--- src/rtl/mpwm_defines.vh ---
// Purpose: constants for the four-channel pwm core
// Assumes: avalon word addressing, one word per register
// Notes: addresses are word indices; byte address is four times the index
`ifndef MPWM_DEFINES_VH
`define MPWM_DEFINES_VH

`define MPWM_ADR_CLK 6'h00
`define MPWM_ADR_ENA 6'h01
`define MPWM_ADR_SYNC 6'h02
`define MPWM_ADR_STEP 6'h03
`define MPWM_ADR_STAT 6'h04
`define MPWM_ADR_PINS 6'h05
`define MPWM_ADR_OVR 6'h06
`define MPWM_ADR_FLT 6'h07
// channel block: index 0x20 + 4*ch + sub
`define MPWM_CH_BASE 2'b10
`define MPWM_SUB_MODE 2'h0
`define MPWM_SUB_PRD 2'h1
`define MPWM_SUB_DTY 2'h2
`define MPWM_SUB_CNT 2'h3

// clock register fields
`define MPWM_CLK_FAC_A_LSB 0
`define MPWM_CLK_SRC_A_LSB 8
`define MPWM_CLK_FAC_B_LSB 16
`define MPWM_CLK_SRC_B_LSB 24

// channel mode fields
`define MPWM_MODE_PRE_LSB 0
`define MPWM_MODE_ALIGN_BIT 8
`define MPWM_MODE_POL_BIT 9
`define MPWM_MODE_CES_BIT 10
`define MPWM_MODE_TIMER_TRIGGER_SEL_BIT 13

// stepper mode fields
`define MPWM_STEP_GEN_BIT 0
`define MPWM_STEP_DOWN_BIT 16

// clock selector codes
`define MPWM_SEL_LIN_A 4'hB
`define MPWM_SEL_LIN_B 4'hC
`define MPWM_NUM_CLKS 13
`define MPWM_CHAIN_TAPS 11

`define MPWM_RST_WORD 32'h00000000
`define MPWM_RST_HALF 16'h0000
`define MPWM_RST_BYTE 8'h00
`define MPWM_RST_NIB 4'h0

`endif

--- src/rtl/mpwm_clkgen.v ---
// Purpose: shared clock generator, produces one-cycle tick enables
// Assumes: everything runs on clk; a tick stands for one edge of a divided clock
// Notes: selector codes 0..10 pick the chain, other codes give no source
`timescale 1ns/1ps
`include "mpwm_defines.vh"
module mpwm_clkgen (
    clk,
    srst,
    src_a_sel,
    src_b_sel,
    fac_a,
    fac_b,
    tick
);
    input wire clk;
    input wire srst;
    input wire [3:0] src_a_sel;
    input wire [3:0] src_b_sel;
    input wire [7:0] fac_a;
    input wire [7:0] fac_b;
    output wire [`MPWM_NUM_CLKS-1:0] tick;

    reg [9:0] chain_r;
    wire [`MPWM_CHAIN_TAPS-1:0] chain_tick;
    reg [7:0] lin_cnt_r [0:1];
    reg [1:0] lin_tick_r;
    wire [3:0] src_sel [0:1];
    wire [7:0] fac [0:1];

    assign src_sel[0] = src_a_sel;
    assign src_sel[1] = src_b_sel;
    assign fac[0] = fac_a;
    assign fac[1] = fac_b;

    always @(posedge clk) begin
        if (srst) begin
            chain_r <= 10'h000;
        end else begin
            chain_r <= chain_r + 10'h001;
        end
    end

    genvar k;
    generate
        for (k = 0; k < `MPWM_CHAIN_TAPS; k = k + 1) begin : g_tap
            if (k == 0) begin : g_full
                assign chain_tick[k] = ~srst;
            end else begin : g_div
                assign chain_tick[k] = ~srst & (&chain_r[k-1:0]);
            end
        end
        for (k = 0; k < 2; k = k + 1) begin : g_lin
            wire src_tick;
            assign src_tick = (src_sel[k] < 4'hB) ? chain_tick[src_sel[k]] : 1'b0;
            always @(posedge clk) begin
                if (srst || fac[k] == 8'h00) begin
                    lin_cnt_r[k] <= `MPWM_RST_BYTE;
                    lin_tick_r[k] <= 1'b0;
                end else if (src_tick) begin
                    if (lin_cnt_r[k] >= fac[k] - 8'h01) begin
                        lin_cnt_r[k] <= 8'h00;
                        lin_tick_r[k] <= 1'b1;
                    end else begin
                        lin_cnt_r[k] <= lin_cnt_r[k] + 8'h01;
                        lin_tick_r[k] <= 1'b0;
                    end
                end else begin
                    lin_tick_r[k] <= 1'b0;
                end
            end
        end
    endgenerate

    assign tick = {lin_tick_r[1], lin_tick_r[0], chain_tick};
endmodule

--- src/rtl/mpwm_core.v ---
// Summary of operation
// - clock generator offers thirteen clocks: eleven chain taps, two linear dividers
// - chain taps divide the clock by one up to 1024 in powers of two
// - two linear dividers give linear_clk_a and linear_clk_b, ratio 1 to 255
// - each linear divider divides its chosen chain tap by its factor
// - factors and sources reset to zero; zero factor keeps linear clock stopped
// - during reset all chain taps are stopped, the undivided clock included
// - each channel picks its own counter clock; selector resets to zero
// - each channel has a 16-bit up or up/down counter
// - sync bit makes the comparator use channel 0 counter
// - left aligned: count up to period minus one, restart at zero, period ends
// - centre aligned: up to period, down to zero, period doubled
// - alignment bit per channel, left aligned by default
// - polarity bit sets start level, low by default
// - output fixed 0 for duty=period pol 0 or duty=0 pol 1
// - output fixed 1 for duty=0 pol 0 or duty=period pol 1
// - output holds one level for part of period, opposite for rest
// - counter event at period end; centre with event bit also half period
// - trigger select picks comparator output or counter event for timer
// - pair 0 gray enable drives a 2-bit gray count, direction live
// - output stage: no dead time, override, then fault on enabled channels with top priority
//
// Purpose: four-channel pwm with avalon-mm register slave
// Assumes: inputs synchronous to clk; fault_in already filtered
// Notes: divided clocks are tick enables, so there is one clock domain
`timescale 1ns/1ps
`include "mpwm_defines.vh"
module mpwm_core #(
    parameter NCH = 4
) (
    input wire clk,
    input wire srst,
    input wire [5:0] avs_address,
    input wire avs_read,
    input wire avs_write,
    input wire [31:0] avs_writedata,
    input wire [3:0] avs_byteenable,
    output reg [31:0] avs_readdata,
    output reg avs_waitrequest,
    input wire [NCH-1:0] fault_in,
    output reg [NCH-1:0] final_out_high,
    output reg [NCH-1:0] final_out_low,
    output reg [NCH-1:0] final_out_high_oe,
    output reg [NCH-1:0] final_out_low_oe,
    output reg [NCH-1:0] timer_trigger
);
    // global registers
    reg [7:0] divider_a_factor_r;
    reg [3:0] divider_a_source_sel_r;
    reg [7:0] divider_b_factor_r;
    reg [3:0] divider_b_source_sel_r;
    reg [NCH-1:0] chan_enable_r;
    reg [NCH-1:0] sync_channel_bit_r;
    reg gray_pair0_enable_r;
    reg gray_down_r;
    reg [NCH-1:0] event_flag_r;
    reg [15:0] override_r;
    reg [15:0] fault_cfg_r;
    reg [1:0] gray_r;

    wire [`MPWM_NUM_CLKS-1:0] tick;
    wire [NCH*16-1:0] cnt_all;
    wire [NCH*16-1:0] mode_all;
    wire [NCH*16-1:0] prd_all;
    wire [NCH*16-1:0] dty_all;
    wire [NCH-1:0] oc_all;
    wire [NCH-1:0] evt_all;
    wire [NCH-1:0] timer_trigger_sel_all;
    wire [NCH-1:0] falling_all;
    wire wr_go;
    wire ch_hit;
    wire [31:0] bmask;
    wire [31:0] wr_word;
    reg [31:0] rd_mux;
    // a request completes on the edge where waitrequest is seen low
    assign wr_go = avs_write & ~avs_waitrequest;
    assign ch_hit = (avs_address[5:4] == `MPWM_CH_BASE);
    assign bmask = {{8{avs_byteenable[3]}}, {8{avs_byteenable[2]}},
                    {8{avs_byteenable[1]}}, {8{avs_byteenable[0]}}};
    // rd_mux holds the addressed word, so lanes left off keep their old bytes
    assign wr_word = (rd_mux & ~bmask) | (avs_writedata & bmask);

    mpwm_clkgen u_clkgen (
        .clk(clk),
        .srst(srst),
        .src_a_sel(divider_a_source_sel_r),
        .src_b_sel(divider_b_source_sel_r),
        .fac_a(divider_a_factor_r),
        .fac_b(divider_b_factor_r),
        .tick(tick)
    );

    // one wait state: waitrequest drops the cycle after a request appears
    always @(posedge clk) begin
        if (srst) begin
            avs_waitrequest <= 1'b1;
            avs_readdata <= `MPWM_RST_WORD;
        end else if ((avs_read | avs_write) & avs_waitrequest) begin
            avs_waitrequest <= 1'b0;
            avs_readdata <= avs_read ? rd_mux : `MPWM_RST_WORD;
        end else begin
            avs_waitrequest <= 1'b1;
        end
    end

    always @* begin
        rd_mux = `MPWM_RST_WORD;
        if (ch_hit) begin
            case (avs_address[1:0])
                `MPWM_SUB_MODE: rd_mux = {16'h0000, mode_all[avs_address[3:2]*16 +: 16]};
                `MPWM_SUB_PRD: rd_mux = {16'h0000, prd_all[avs_address[3:2]*16 +: 16]};
                `MPWM_SUB_DTY: rd_mux = {16'h0000, dty_all[avs_address[3:2]*16 +: 16]};
                default: rd_mux = {16'h0000, cnt_all[avs_address[3:2]*16 +: 16]};
            endcase
        end else begin
            case (avs_address)
                `MPWM_ADR_CLK: rd_mux = {4'h0, divider_b_source_sel_r, divider_b_factor_r,
                                         4'h0, divider_a_source_sel_r, divider_a_factor_r};
                `MPWM_ADR_ENA: rd_mux = {{(32-NCH){1'b0}}, chan_enable_r};
                `MPWM_ADR_SYNC: rd_mux = {{(32-NCH){1'b0}}, sync_channel_bit_r};
                `MPWM_ADR_STEP: rd_mux = {15'h0000, gray_down_r, 15'h0000, gray_pair0_enable_r};
                `MPWM_ADR_STAT: rd_mux = {{(32-NCH){1'b0}}, event_flag_r};
                `MPWM_ADR_PINS: rd_mux = {22'h000000, gray_r,
                                          final_out_low, final_out_high};
                `MPWM_ADR_OVR: rd_mux = {16'h0000, override_r};
                `MPWM_ADR_FLT: rd_mux = {16'h0000, fault_cfg_r};
                default: rd_mux = `MPWM_RST_WORD;
            endcase
        end
    end

    // global register writes
    always @(posedge clk) begin
        if (srst) begin
            divider_a_factor_r <= `MPWM_RST_BYTE;
            divider_a_source_sel_r <= `MPWM_RST_NIB;
            divider_b_factor_r <= `MPWM_RST_BYTE;
            divider_b_source_sel_r <= `MPWM_RST_NIB;
            chan_enable_r <= {NCH{1'b0}};
            sync_channel_bit_r <= {NCH{1'b0}};
            gray_pair0_enable_r <= 1'b0;
            gray_down_r <= 1'b0;
            override_r <= `MPWM_RST_HALF;
            fault_cfg_r <= `MPWM_RST_HALF;
        end else if (wr_go && !ch_hit) begin
            case (avs_address)
                `MPWM_ADR_CLK: begin
                    divider_a_factor_r <= wr_word[`MPWM_CLK_FAC_A_LSB +: 8];
                    divider_a_source_sel_r <= wr_word[`MPWM_CLK_SRC_A_LSB +: 4];
                    divider_b_factor_r <= wr_word[`MPWM_CLK_FAC_B_LSB +: 8];
                    divider_b_source_sel_r <= wr_word[`MPWM_CLK_SRC_B_LSB +: 4];
                end
                `MPWM_ADR_ENA: chan_enable_r <= avs_byteenable[0] ?
                                                avs_writedata[NCH-1:0] : chan_enable_r;
                `MPWM_ADR_SYNC: sync_channel_bit_r <= avs_byteenable[0] ?
                                                      avs_writedata[NCH-1:0] :
                                                      sync_channel_bit_r;
                `MPWM_ADR_STEP: begin
                    // direction may change at any time
                    if (avs_byteenable[0]) begin
                        gray_pair0_enable_r <= avs_writedata[`MPWM_STEP_GEN_BIT];
                    end
                    if (avs_byteenable[2]) begin
                        gray_down_r <= avs_writedata[`MPWM_STEP_DOWN_BIT];
                    end
                end
                `MPWM_ADR_OVR: override_r <= wr_word[15:0];
                `MPWM_ADR_FLT: fault_cfg_r <= wr_word[15:0];
                default: ;
            endcase
        end
    end

    // sticky event flags, write one to clear; a new event beats the clear
    always @(posedge clk) begin
        if (srst) begin
            event_flag_r <= {NCH{1'b0}};
        end else if (wr_go && !ch_hit && avs_address == `MPWM_ADR_STAT &&
                     avs_byteenable[0]) begin
            event_flag_r <= (event_flag_r & ~avs_writedata[NCH-1:0]) | evt_all;
        end else begin
            event_flag_r <= event_flag_r | evt_all;
        end
    end

    genvar i;
    generate
        for (i = 0; i < NCH; i = i + 1) begin : g_ch
            reg [3:0] channel_prescaler_sel_r;
            reg alignment_sel_r;
            reg start_polarity_r;
            reg centre_event_sel_r;
            reg timer_trigger_sel_r;
            reg [15:0] period_value_r;
            reg [15:0] duty_value_r;
            reg [15:0] cnt_r;
            reg dir_r;
            reg compare_out_r;
            reg evt_r;
            wire wr_me;
            wire clk_tick;
            wire [15:0] cmp_cnt;
            wire cnt_falling;
            wire cmp_falling;

            assign wr_me = wr_go && ch_hit && (avs_address[3:2] == i);
            assign clk_tick = (channel_prescaler_sel_r < 4'hD) ?
                              tick[channel_prescaler_sel_r] : 1'b0;
            assign cmp_cnt = sync_channel_bit_r[i] ? cnt_all[15:0] : cnt_r;
            // top and falling half compare inclusively so both halves span duty ticks
            assign cnt_falling = alignment_sel_r & (dir_r | (cnt_r == period_value_r));
            assign cmp_falling = sync_channel_bit_r[i] ? falling_all[0] : cnt_falling;

            always @(posedge clk) begin
                if (srst) begin
                    channel_prescaler_sel_r <= `MPWM_RST_NIB;
                    alignment_sel_r <= 1'b0;
                    start_polarity_r <= 1'b0;
                    centre_event_sel_r <= 1'b0;
                    timer_trigger_sel_r <= 1'b0;
                    period_value_r <= `MPWM_RST_HALF;
                    duty_value_r <= `MPWM_RST_HALF;
                end else if (wr_me) begin
                    case (avs_address[1:0])
                        `MPWM_SUB_MODE: begin
                            if (avs_byteenable[0]) begin
                                channel_prescaler_sel_r <= avs_writedata[3:0];
                            end
                            if (avs_byteenable[1]) begin
                                alignment_sel_r <= avs_writedata[`MPWM_MODE_ALIGN_BIT];
                                start_polarity_r <= avs_writedata[`MPWM_MODE_POL_BIT];
                                centre_event_sel_r <= avs_writedata[`MPWM_MODE_CES_BIT];
                                timer_trigger_sel_r <= avs_writedata[`MPWM_MODE_TIMER_TRIGGER_SEL_BIT];
                            end
                        end
                        `MPWM_SUB_PRD: period_value_r <= wr_word[15:0];
                        `MPWM_SUB_DTY: duty_value_r <= wr_word[15:0];
                        default: ;
                    endcase
                end
            end

            always @(posedge clk) begin
                if (srst || !chan_enable_r[i]) begin
                    cnt_r <= `MPWM_RST_HALF;
                    dir_r <= 1'b0;
                    evt_r <= 1'b0;
                end else if (!clk_tick) begin
                    evt_r <= 1'b0;
                end else if (!alignment_sel_r) begin
                    if ({1'b0, cnt_r} + 17'h00001 >= {1'b0, period_value_r}) begin
                        cnt_r <= 16'h0000;
                        evt_r <= 1'b1;
                    end else begin
                        cnt_r <= cnt_r + 16'h0001;
                        evt_r <= 1'b0;
                    end
                end else if (!dir_r) begin
                    // turn round at the period value
                    if (cnt_r >= period_value_r) begin
                        dir_r <= (period_value_r != 16'h0000);
                        cnt_r <= (cnt_r == 16'h0000) ? 16'h0000 : cnt_r - 16'h0001;
                        evt_r <= centre_event_sel_r | (period_value_r == 16'h0000);
                    end else begin
                        cnt_r <= cnt_r + 16'h0001;
                        evt_r <= 1'b0;
                    end
                end else begin
                    if (cnt_r <= 16'h0001) begin
                        cnt_r <= 16'h0000;
                        dir_r <= 1'b0;
                        evt_r <= 1'b1;
                    end else begin
                        cnt_r <= cnt_r - 16'h0001;
                        evt_r <= 1'b0;
                    end
                end
            end

            // polarity level while count below duty
            always @(posedge clk) begin
                if (srst) begin
                    compare_out_r <= 1'b0;
                end else if (!chan_enable_r[i]) begin
                    compare_out_r <= start_polarity_r;
                end else if (cmp_falling ? (cmp_cnt <= duty_value_r) : (cmp_cnt < duty_value_r)) begin
                    compare_out_r <= start_polarity_r;
                end else begin
                    compare_out_r <= ~start_polarity_r;
                end
            end

            assign cnt_all[i*16 +: 16] = cnt_r;
            assign prd_all[i*16 +: 16] = period_value_r;
            assign dty_all[i*16 +: 16] = duty_value_r;
            assign mode_all[i*16 +: 16] = {2'b00, timer_trigger_sel_r, 2'b00,
                                           centre_event_sel_r, start_polarity_r,
                                           alignment_sel_r, 4'h0,
                                           channel_prescaler_sel_r};
            assign oc_all[i] = compare_out_r;
            assign evt_all[i] = evt_r;
            assign timer_trigger_sel_all[i] = timer_trigger_sel_r;
            assign falling_all[i] = cnt_falling;
        end
    endgenerate
    // gray count steps on each channel 0 counter event
    always @(posedge clk) begin
        if (srst || !gray_pair0_enable_r) begin
            gray_r <= 2'b00;
        end else if (evt_all[0]) begin
            // up runs 00 01 11 10, down the same in reverse
            gray_r <= gray_down_r ? {~gray_r[0], gray_r[1]} : {gray_r[0], ~gray_r[1]};
        end
    end
    // output stage, fault last so it wins
    integer n;
    reg [NCH-1:0] wave;
    reg [NCH-1:0] ov_h;
    reg [NCH-1:0] ov_l;
    always @* begin
        wave = oc_all;
        if (gray_pair0_enable_r) begin
            wave[0] = gray_r[0];
            wave[1] = gray_r[1];
        end
        // dead time not fitted: complementary pair with zero delay
        ov_h = wave;
        ov_l = ~wave;
        for (n = 0; n < NCH; n = n + 1) begin
            if (override_r[n]) begin
                ov_h[n] = override_r[8+n];
            end
            if (override_r[4+n]) begin
                ov_l[n] = override_r[12+n];
            end
        end
    end

    always @(posedge clk) begin
        if (srst) begin
            final_out_high <= {NCH{1'b0}};
            final_out_low <= {NCH{1'b0}};
            final_out_high_oe <= {NCH{1'b0}};
            final_out_low_oe <= {NCH{1'b0}};
            timer_trigger <= {NCH{1'b0}};
        end else begin
            for (n = 0; n < NCH; n = n + 1) begin
                final_out_high[n] <= (fault_in[n] & chan_enable_r[n]) ? fault_cfg_r[n] : ov_h[n];
                final_out_low[n] <= (fault_in[n] & chan_enable_r[n]) ? fault_cfg_r[4+n] : ov_l[n];
                final_out_high_oe[n] <= ~(fault_in[n] & chan_enable_r[n] & fault_cfg_r[8+n]);
                final_out_low_oe[n] <= ~(fault_in[n] & chan_enable_r[n] & fault_cfg_r[12+n]);
                timer_trigger[n] <= timer_trigger_sel_all[n] ? evt_all[n] : oc_all[n];
            end
        end
    end
endmodule

--- config.mk ---
export PLATFORM = sky130hd
export DESIGN_NAME = mpwm_core
export DESIGN_NICKNAME = d
export VERILOG_FILES = /design/src/rtl/mpwm_clkgen.v /design/src/rtl/mpwm_core.v
export VERILOG_INCLUDE_DIRS = /design/src /design/src/rtl
export SDC_FILE = /design/constraint.sdc
export NUM_CORES = 1
export LEC_CHECK = 0
export BUFFER_PORTS_ARGS = -buffer_cell sky130_fd_sc_hd__buf_2
export CORE_ASPECT_RATIO = 0.8
export CORE_UTILIZATION = 45
export CTS_CLUSTER_DIAMETER = 100
export DETAILED_ROUTE_END_ITERATION = 10
export PLACE_DENSITY_LB_ADDON = 0.2
export SYNTH_ARGS = -nofsm -noshare
export SYNTH_HDL_FRONTEND = slang
export SYNTH_HIERARCHICAL = 1
export SYNTH_SLANG_ARGS = --single-unit
--- constraint.sdc ---
create_clock -name clk -period 3.7 [get_ports clk]
set_input_delay 0.74 -clock clk [delete_from_list [all_inputs] [get_ports clk]]
set_output_delay 0.74 -clock clk [all_outputs]
set_load 0.02 [all_outputs]
==> results of run 1 <==
[power by group through the flow]
stage	sequential, mW	clock [mW]	combinational [mW]
2_1_floorplan	4.30	0	0.311
6_report	4.19	4.80	0.674
3_5_place_dp	4.29	0	0.642
3_3_place_gp	4.29	0	0.642
4_1_cts	4.19	4.83	0.643
5_1_grt	4.19	4.98	0.685
[synthesized netlist by cell type (13+ instances only)]
library cell / count / share of area (%)
and2_1: 13 / 0.30
xnor2_1: 55 / 1.8
a221oi_1: 46 / 1.5
o21ai_0: 151 / 2.8
inv_1: 184 / 2.5
nor3_1: 68 / 1.3
nand2_1: 512 / 7.1
a22oi_1: 37 / 1.0
mux2i_1: 93 / 3.4
nor4_1: 42 / 0.97
a211oi_1: 28 / 0.78
clkbuf_1: 163 / 2.3
nand3_1: 117 / 2.2
and3_1: 32 / 0.74
mux4_2: 26 / 2.2
o31ai_1: 17 / 0.47
dfxtp_1: 369 / 27
nand2b_1: 31 / 0.72
nor2b_1: 36 / 0.83
mux2_2: 86 / 3.6
a21oi_1: 310 / 5.7
or3_1: 27 / 0.62
nor2_1: 239 / 3.3
o21a_1: 15 / 0.42
ha_1: 234 / 11
xor2_1: 41 / 1.3
a21o_1: 40 / 1.1
nand4_1: 49 / 1.1
edfxtp_1: 16 / 1.8
a221o_1: 28 / 1.0
and4_1: 18 / 0.58
buf_2: 38 / 0.70
a31oi_1: 19 / 0.44
o211ai_1: 21 / 0.58
[metal layers]
metal	share of wire, %	routed length (microns)
met5	0.011	11
met4	4.5	4670
met3	10	10700
met2	40	41800
met1	45	46200
[layout make-up]
| type | count | area, sq um | share of cell area (%) |
|---|---|---|---|
| Multi-Input combinational cell | 2628 | 17800 | 56.7 |
| Sequential cell | 385 | 7870 | 25.1 |
| Timing Repair Buffer | 339 | 2470 | 7.89 |
| Clock buffer | 54 | 1190 | 3.79 |
| Tap cell | 779 | 975 | 3.11 |
| Inverter | 186 | 698 | 2.23 |
| Clock inverter | 24 | 359 | 1.15 |
| Antenna cell | 1 | 2.50 | 0.00798 |
[registers in the layout (all words and copies together) (netlist names), 8 cells and up]
name / count
g_ch.duty_value_r: 64
u_clkgen/lin_cnt_r: 16
g_ch.channel_prescaler_sel_r: 16
divider_a_factor_r: 8
avs_readdata: 28
g_ch.period_value_r: 64
g_ch.cnt_r: 48
u_clkgen/chain_r: 10
divider_b_factor_r: 8
fault_cfg_r: 16
g_ch.cmp_cnt: 16
override_r: 16
[worst min path at each step]
stage / start / to / slack [ns] / depth (start not counted)
finish: fault_in[2] / final_out_high_oe[2]$_SDFF_PP0_ / 0.38 / 2
global route: fault_in[2] / final_out_low_oe[2]$_SDFF_PP0_ / 0.39 / 2
CTS: fault_in[2] / final_out_high_oe[2]$_SDFF_PP0_ / 0.37 / 2
detailed placement: avs_readdata[13]$_SDFFE_PP0P_ / avs_readdata[13]$_SDFFE_PP0P_ / 0.44 / 2
global placement: avs_readdata[13]$_SDFFE_PP0P_ / avs_readdata[13]$_SDFFE_PP0P_ / 0.44 / 2
floorplan: g_ch[2].duty_value_r[12]$_SDFFE_PP0P_ / g_ch[2].duty_value_r[12]$_SDFFE_PP0P_ / 0.43 / 2
[stage by stage]
step / utilization [%] / setup WS, ns / area (sq um) / hold slack, ns
floorplan: - / 0.0212 / 27100 / 0.432
global route: 52.6 / -0.0145 / 31300 / 0.389
detailed placement: 49.7 / 0.0170 / 29600 / 0.441
finish: 52.6 / 0.143 / 31300 / 0.384
CTS: 52.3 / 0.00526 / 31200 / 0.372
global placement: 49.7 / 0.0215 / 29600 / 0.440
[logic make-up (layout without fill, tap and decap cells)]
group,Yosys count,after routing
AOI/OAI and AO/OA,838,838
and+or+nand+nor,1251,1251
muxes,205,205
DFF,385,385
xor gates and xnor gates,96,96
other,1,5
buffers and inverters,414,603
adders and majority gates,234,234
[repair_timing]
item,4_1_cts,5_1_grt
hold endpoints to repair,0,0
setup buffers,0,3
setup endpoints to repair,0,46
gates resized for setup,0,40
hold buffers,0,0
==> results.json, run 1 <==
{
  "min_path_type": "in2reg",
  "fin_total_pwr_mw": 9.67,
  "sw_frac_of_total_pct": 25.7,
  "synth_edf_count": 16,
  "cts_tree": "built",
  "intPower_mw": 7.18,
  "crit_type": "reg2reg",
  "ys_warn_count": 6,
  "grt_max_degree": 117,
  "p_switching_mw": 2.49,
  "slew_headroom_pct": 32.5,
  "setup.worst_path.start": "g_ch[2].cnt_r[5]$_SDFFE_PP0P_",
  "layout_common_cells": "511 x nand2_1, 365 x dfxtp_1, 306 x a21oi_1, 235 x nor2_1, 235 x buf_4",
  "outcome": "finished, final reports clean",
  "cp_num_cells": 14,
  "die-width_microns": 276,
  "final_layout_size_suffix_gt1_share_pct": 16.6,
  "avgRoutedWirePerCell_microns": 23.5,
  "final_cells": 4396,
  "regToRegSetupSlack_ns": 0.14,
  "p_seq_share_pct": 43.4,
  "cts.clk_slew.worst_paths_ns": 0.06,
  "busiest_layer": "met1",
  "cp_max_fo": 3,
  "grtUsageMet1_pct": 48.3,
  "layout_commonest_cell": "nand2_1",
  "via_count": 27000,
  "die_area_sq_mm": 0.0612,
  "grt_util_met2_pct": 46.4,
  "cp.arrival_ns": 4.09,
  "io_buffer_count": 94,
  "clock-sinks": 385,
  "drc": 0,
  "synth_flop_cell": "dfxtp_1",
  "drtPass1Iterations": 8,
  "async_flop_share_pct": 0,
  "first_iter_violations": 2956,
  "synth_top_family_by_area": "simple AND/OR/NAND/NOR gates",
  "grt_pass1_vias": 24700,
  "synth_area_per_cell_sq_um": 7.92,
  "clk_path_buf_depth": 3,
  "num-fill-cells": 5594,
  "crit_slowest_cell": "or4_4",
  "gr-usage-all-layers_pct": 32.8,
  "fp-row-count": 80,
  "drv_cap": 0,
  "yosys.area_share.adder_pct": 10.8,
  "min_period_ns": 3.56,
  "tightest_slew_ns": 1.01,
  "ant_nets": 0,
  "dp.cells": 4314,
  "cp-endpoint": "g_ch[2].cnt_r[9]$_SDFFE_PP0P_",
  "coreArea_sq_mm": 0.0596,
  "slew_viol_final": 0,
  "powerDensity_mw_per_mm2": 308,
  "num-nets-final": 3866,
  "cp_slowest_stage_delay_ns": 0.52,
  "antenna_found_initial": 2,
  "drt-vias-per-instance": 6.14,
  "synth-seq-cells": 385,
  "numCtsBuffers": 42,
  "startpoint_type": "register",
  "synth_simple_gate_area_share_pct": 21.8,
  "fmax_mhz": 281,
  "start_util_pct": 45.5,
  "required_ns": 4.24,
  "worstSetupEndpointType": "register",
  "syn-cell-area_sq_mm": 0.0271,
  "synth_compound_area_share_pct": 19.9,
  "synth.area.mux_share_pct": 9.16,
  "r2r_cells": 14,
  "die_y_microns": 222,
  "p_comb_share_pct": 7.0,
  "grt_first_pass_wirelength_microns": 155000,
  "crit_chain": "and4_1 -> or3b_4 -> or2_2 -> and2_1 -> or2_2 -> ha_1 -> nand2_1 -> o21ai_0 -> a21oi_2 -> a21oi_2 -> or4_4 -> o31a_1 -> or3_1 -> nand3_1",
  "io_pins": 103,
  "clock_latency_ns": 0.61,
  "ys_seq_area_share_pct": 29.0,
  "power_leakage_nw": 13.0,
  "htree_levels": 2,
  "grt.met3_usage_pct": 5.72,
  "drt-total-wl_microns": 103000,
  "tns_ns": 0,
  "synth_xor_area_share_pct": 3.10,
  "gp_congestion": 0.989,
  "clkPwrFrac_pct": 49.6,
  "reg2reg_to": "g_ch[2].cnt_r[9]$_SDFFE_PP0P_",
  "ys_types": 89,
  "critPathTopFamily": "simple AND/OR/NAND/NOR gates",
  "skew_ns": 0.0368,
  "setup_viol": 0,
  "period_share_pct": 96.1,
  "path_buf_inv": 0,
  "grt-ovfl-total": 0,
  "ir_drop_mv": 0.337,
  "root_buffer": "clkbuf_16",
  "place_hpwl_microns": 78000,
  "syn_inst": 3424,
  "finalHoldViolations": 0,
  "area_growth_pct": 15.6,
  "rr_startpoint": "g_ch[2].cnt_r[5]$_SDFFE_PP0P_"
}
(Power assumes the default switching activity.)
==> run 2: changes to the inputs <==
Settings changed: CORE_UTILIZATION 45 to 36.
==> results.json, run 2 (synthesis gave the netlist of run 1 again) <==
{
  "power_leakage_nw": 13.1,
  "fin_total_pwr_mw": 9.53,
  "hold_buffers": 0,
  "reg2reg_to": "g_ch[1].cnt_r[5]$_SDFFE_PP0P_",
  "setup_viol": 0,
  "sw_frac_of_total_pct": 26.2,
  "layout_commonest_cell": "nand2_1",
  "powerDensity_mw_per_mm2": 300,
  "regToRegSetupSlack_ns": 0.16,
  "crit_type": "reg2reg",
  "r2r_cells": 16,
  "htree_levels": 2,
  "grt_pass1_vias": 24700,
  "clk_path_buf_depth": 3,
  "cp_max_fo": 4,
  "rr_startpoint": "g_ch[1].cnt_r[0]$_SDFFE_PP0P_",
  "final_cells": 4639,
  "layout_common_cells": "511 x nand2_1, 363 x dfxtp_1, 306 x a21oi_1, 251 x buf_4, 233 x nor2_1",
  "worstSetupEndpointType": "register",
  "worstHoldPathCells": 2,
  "root_buffer": "clkbuf_16",
  "gp_congestion": 0.962,
  "hold_end": "final_out_high_oe[0]$_SDFF_PP0_",
  "die_y_microns": 247,
  "critPathTopFamily": "simple AND/OR/NAND/NOR gates",
  "numCtsBuffers": 44,
  "dp.cells": 4552,
  "cp_slowest_stage_delay_ns": 0.53,
  "num-nets-final": 3887,
  "cts_tree": "built",
  "drc": 0,
  "crit_slowest_cell": "or4b_4",
  "antenna_found_initial": 5,
  "tns_ns": 0,
  "fp-row-count": 89,
  "hold_start": "fault_in[0]",
  "clkPwrFrac_pct": 48.7,
  "coreArea_sq_mm": 0.0742,
  "cp.arrival_ns": 4.09,
  "min_path_type": "in2reg",
  "p_comb_share_pct": 7.3,
  "ir_drop_mv": 0.303,
  "finalHoldViolations": 0,
  "intPower_mw": 7.03,
  "via_count": 26800,
  "drv_cap": 0,
  "drtPass1Iterations": 6,
  "p_seq_share_pct": 44.0,
  "drt-vias-per-instance": 5.78,
  "avgRoutedWirePerCell_microns": 23.5,
  "period_share_pct": 95.7,
  "clock_latency_ns": 0.62,
  "grt_max_degree": 104,
  "tightest_slew_ns": 1.15,
  "required_ns": 4.25,
  "slew_viol_final": 0,
  "cts.clk_slew.worst_paths_ns": 0.06,
  "grt-ovfl-total": 0,
  "startpoint_type": "register",
  "gr-usage-all-layers_pct": 28.0,
  "io_buffer_count": 94,
  "drt-total-wl_microns": 109000,
  "start_util_pct": 36.6,
  "die-width_microns": 309,
  "final_layout_size_suffix_gt1_share_pct": 17.0,
  "skew_ns": 0.0134,
  "slew_headroom_pct": 22.5,
  "place_hpwl_microns": 82700,
  "setup_ws_ns": 0.161,
  "io_pins": 103,
  "ant_nets": 0,
  "whs_ns": 0.364,
  "p_switching_mw": 2.50,
  "path_buf_inv": 2,
  "fmax_mhz": 283,
  "first_iter_violations": 2924,
  "dpl_worst_slack_ns": -0.0927,
  "reg.largest.list": "g_ch.duty_value_r (64), g_ch.period_value_r (64), g_ch.cnt_r (48)",
  "die_area_sq_mm": 0.0764,
  "min_period_ns": 3.54,
  "grt_first_pass_wirelength_microns": 162000,
  "area_growth_pct": 17.1,
  "outcome": "finished, final reports clean",
  "clock-sinks": 385,
  "crit_chain": "ha_2 -> and3_4 -> nand3_4 -> nor3_4 -> nand4_1 -> xnor2_2 -> ha_1 -> nand4_1 -> buf_4 -> nor3_1 -> o41a_1 -> or4b_4 -> buf_4 -> a21o_1 -> nand2_1 -> a221o_1"
}
## run 2: what timing repair did
item                                    in CTS  in global routing
endpoints found under the setup margin       4                 49
hold endpoints to repair                     0                  0
pin swaps                                    0                 12
buffers inserted                             0                  6
resized for setup                            2                 48
## run 2: power groups by stage
stage | Sequential [mW] | Combinational [mW] | Clock [mW]
CTS | 4.19 | 0.667 | 4.70
floorplan | 4.30 | 0.311 | 0
detailed placement | 4.29 | 0.665 | 0
global placement | 4.29 | 0.668 | 0
global route | 4.19 | 0.710 | 4.84
finish | 4.19 | 0.694 | 4.64
## run 2: worst max path at each step
stage | startpoint | end | slack (ns) | cells past startpoint
floorplan | g_ch[2].cnt_r[6]$_SDFFE_PP0P_ | g_ch[2].cnt_r[9]$_SDFFE_PP0P_ | 0.02 | 14
global placement | g_ch[2].cnt_r[7]$_SDFFE_PP0P_ | g_ch[2].cnt_r[6]$_SDFFE_PP0P_ | -0.05 | 14
detailed placement | g_ch[2].cnt_r[7]$_SDFFE_PP0P_ | g_ch[2].cnt_r[6]$_SDFFE_PP0P_ | -0.09 | 14
CTS | g_ch[1].cnt_r[1]$_SDFFE_PP0P_ | g_ch[1].cnt_r[6]$_SDFFE_PP0P_ | 0.01 | 16
global route | g_ch[2].cnt_r[0]$_SDFFE_PP0P_ | g_ch[2].cnt_r[0]$_SDFFE_PP0P_ | -0.04 | 18
finish | g_ch[1].cnt_r[0]$_SDFFE_PP0P_ | g_ch[1].cnt_r[5]$_SDFFE_PP0P_ | 0.16 | 16
## run 2: area by class of cell
class,count,area (sq um)
diodes,3,7.51
clock buffers,62,1310
clock inverters,16,175
fillers,7651,42400
inverters,186,698
multi-input cells,2628,17800
flip-flops and latches,385,7880
well taps,1001,1250
repair buffers,358,2640
## run 2: worst reg2reg max path, stage by stage, from the launching register on
cell and delay (ns):
dfxtp_1 0.33, ha_2 0.18, and3_4 0.21, nand3_4 0.10, nor3_4 0.26, nand4_1 0.18, xnor2_2 0.21, ha_1 0.30
nand4_1 0.10, buf_4 0.12, nor3_1 0.04, o41a_1 0.38, or4b_4 0.53, buf_4 0.18, a21o_1 0.17, nand2_1 0.06
a221o_1 0.14
## run 2: through the flow
step                      util, %  instance area, sq um
after floorplan                 -                 27100
after global placement       40.5                 30000
after detailed placement     40.5                 30000
after CTS                    42.5                 31500
after global routing         42.8                 31700
final                        42.8                 31700
## run 2: routing by layer
| metal | GRT usage [%] | wire [microns] |
|---|---|---|
| met1 | 41.7 | 51300 |
| met2 | 39.1 | 42900 |
| met3 | 5.93 | 10800 |
| met4 | 10.0 | 4020 |
| met5 | 0 | 0 |
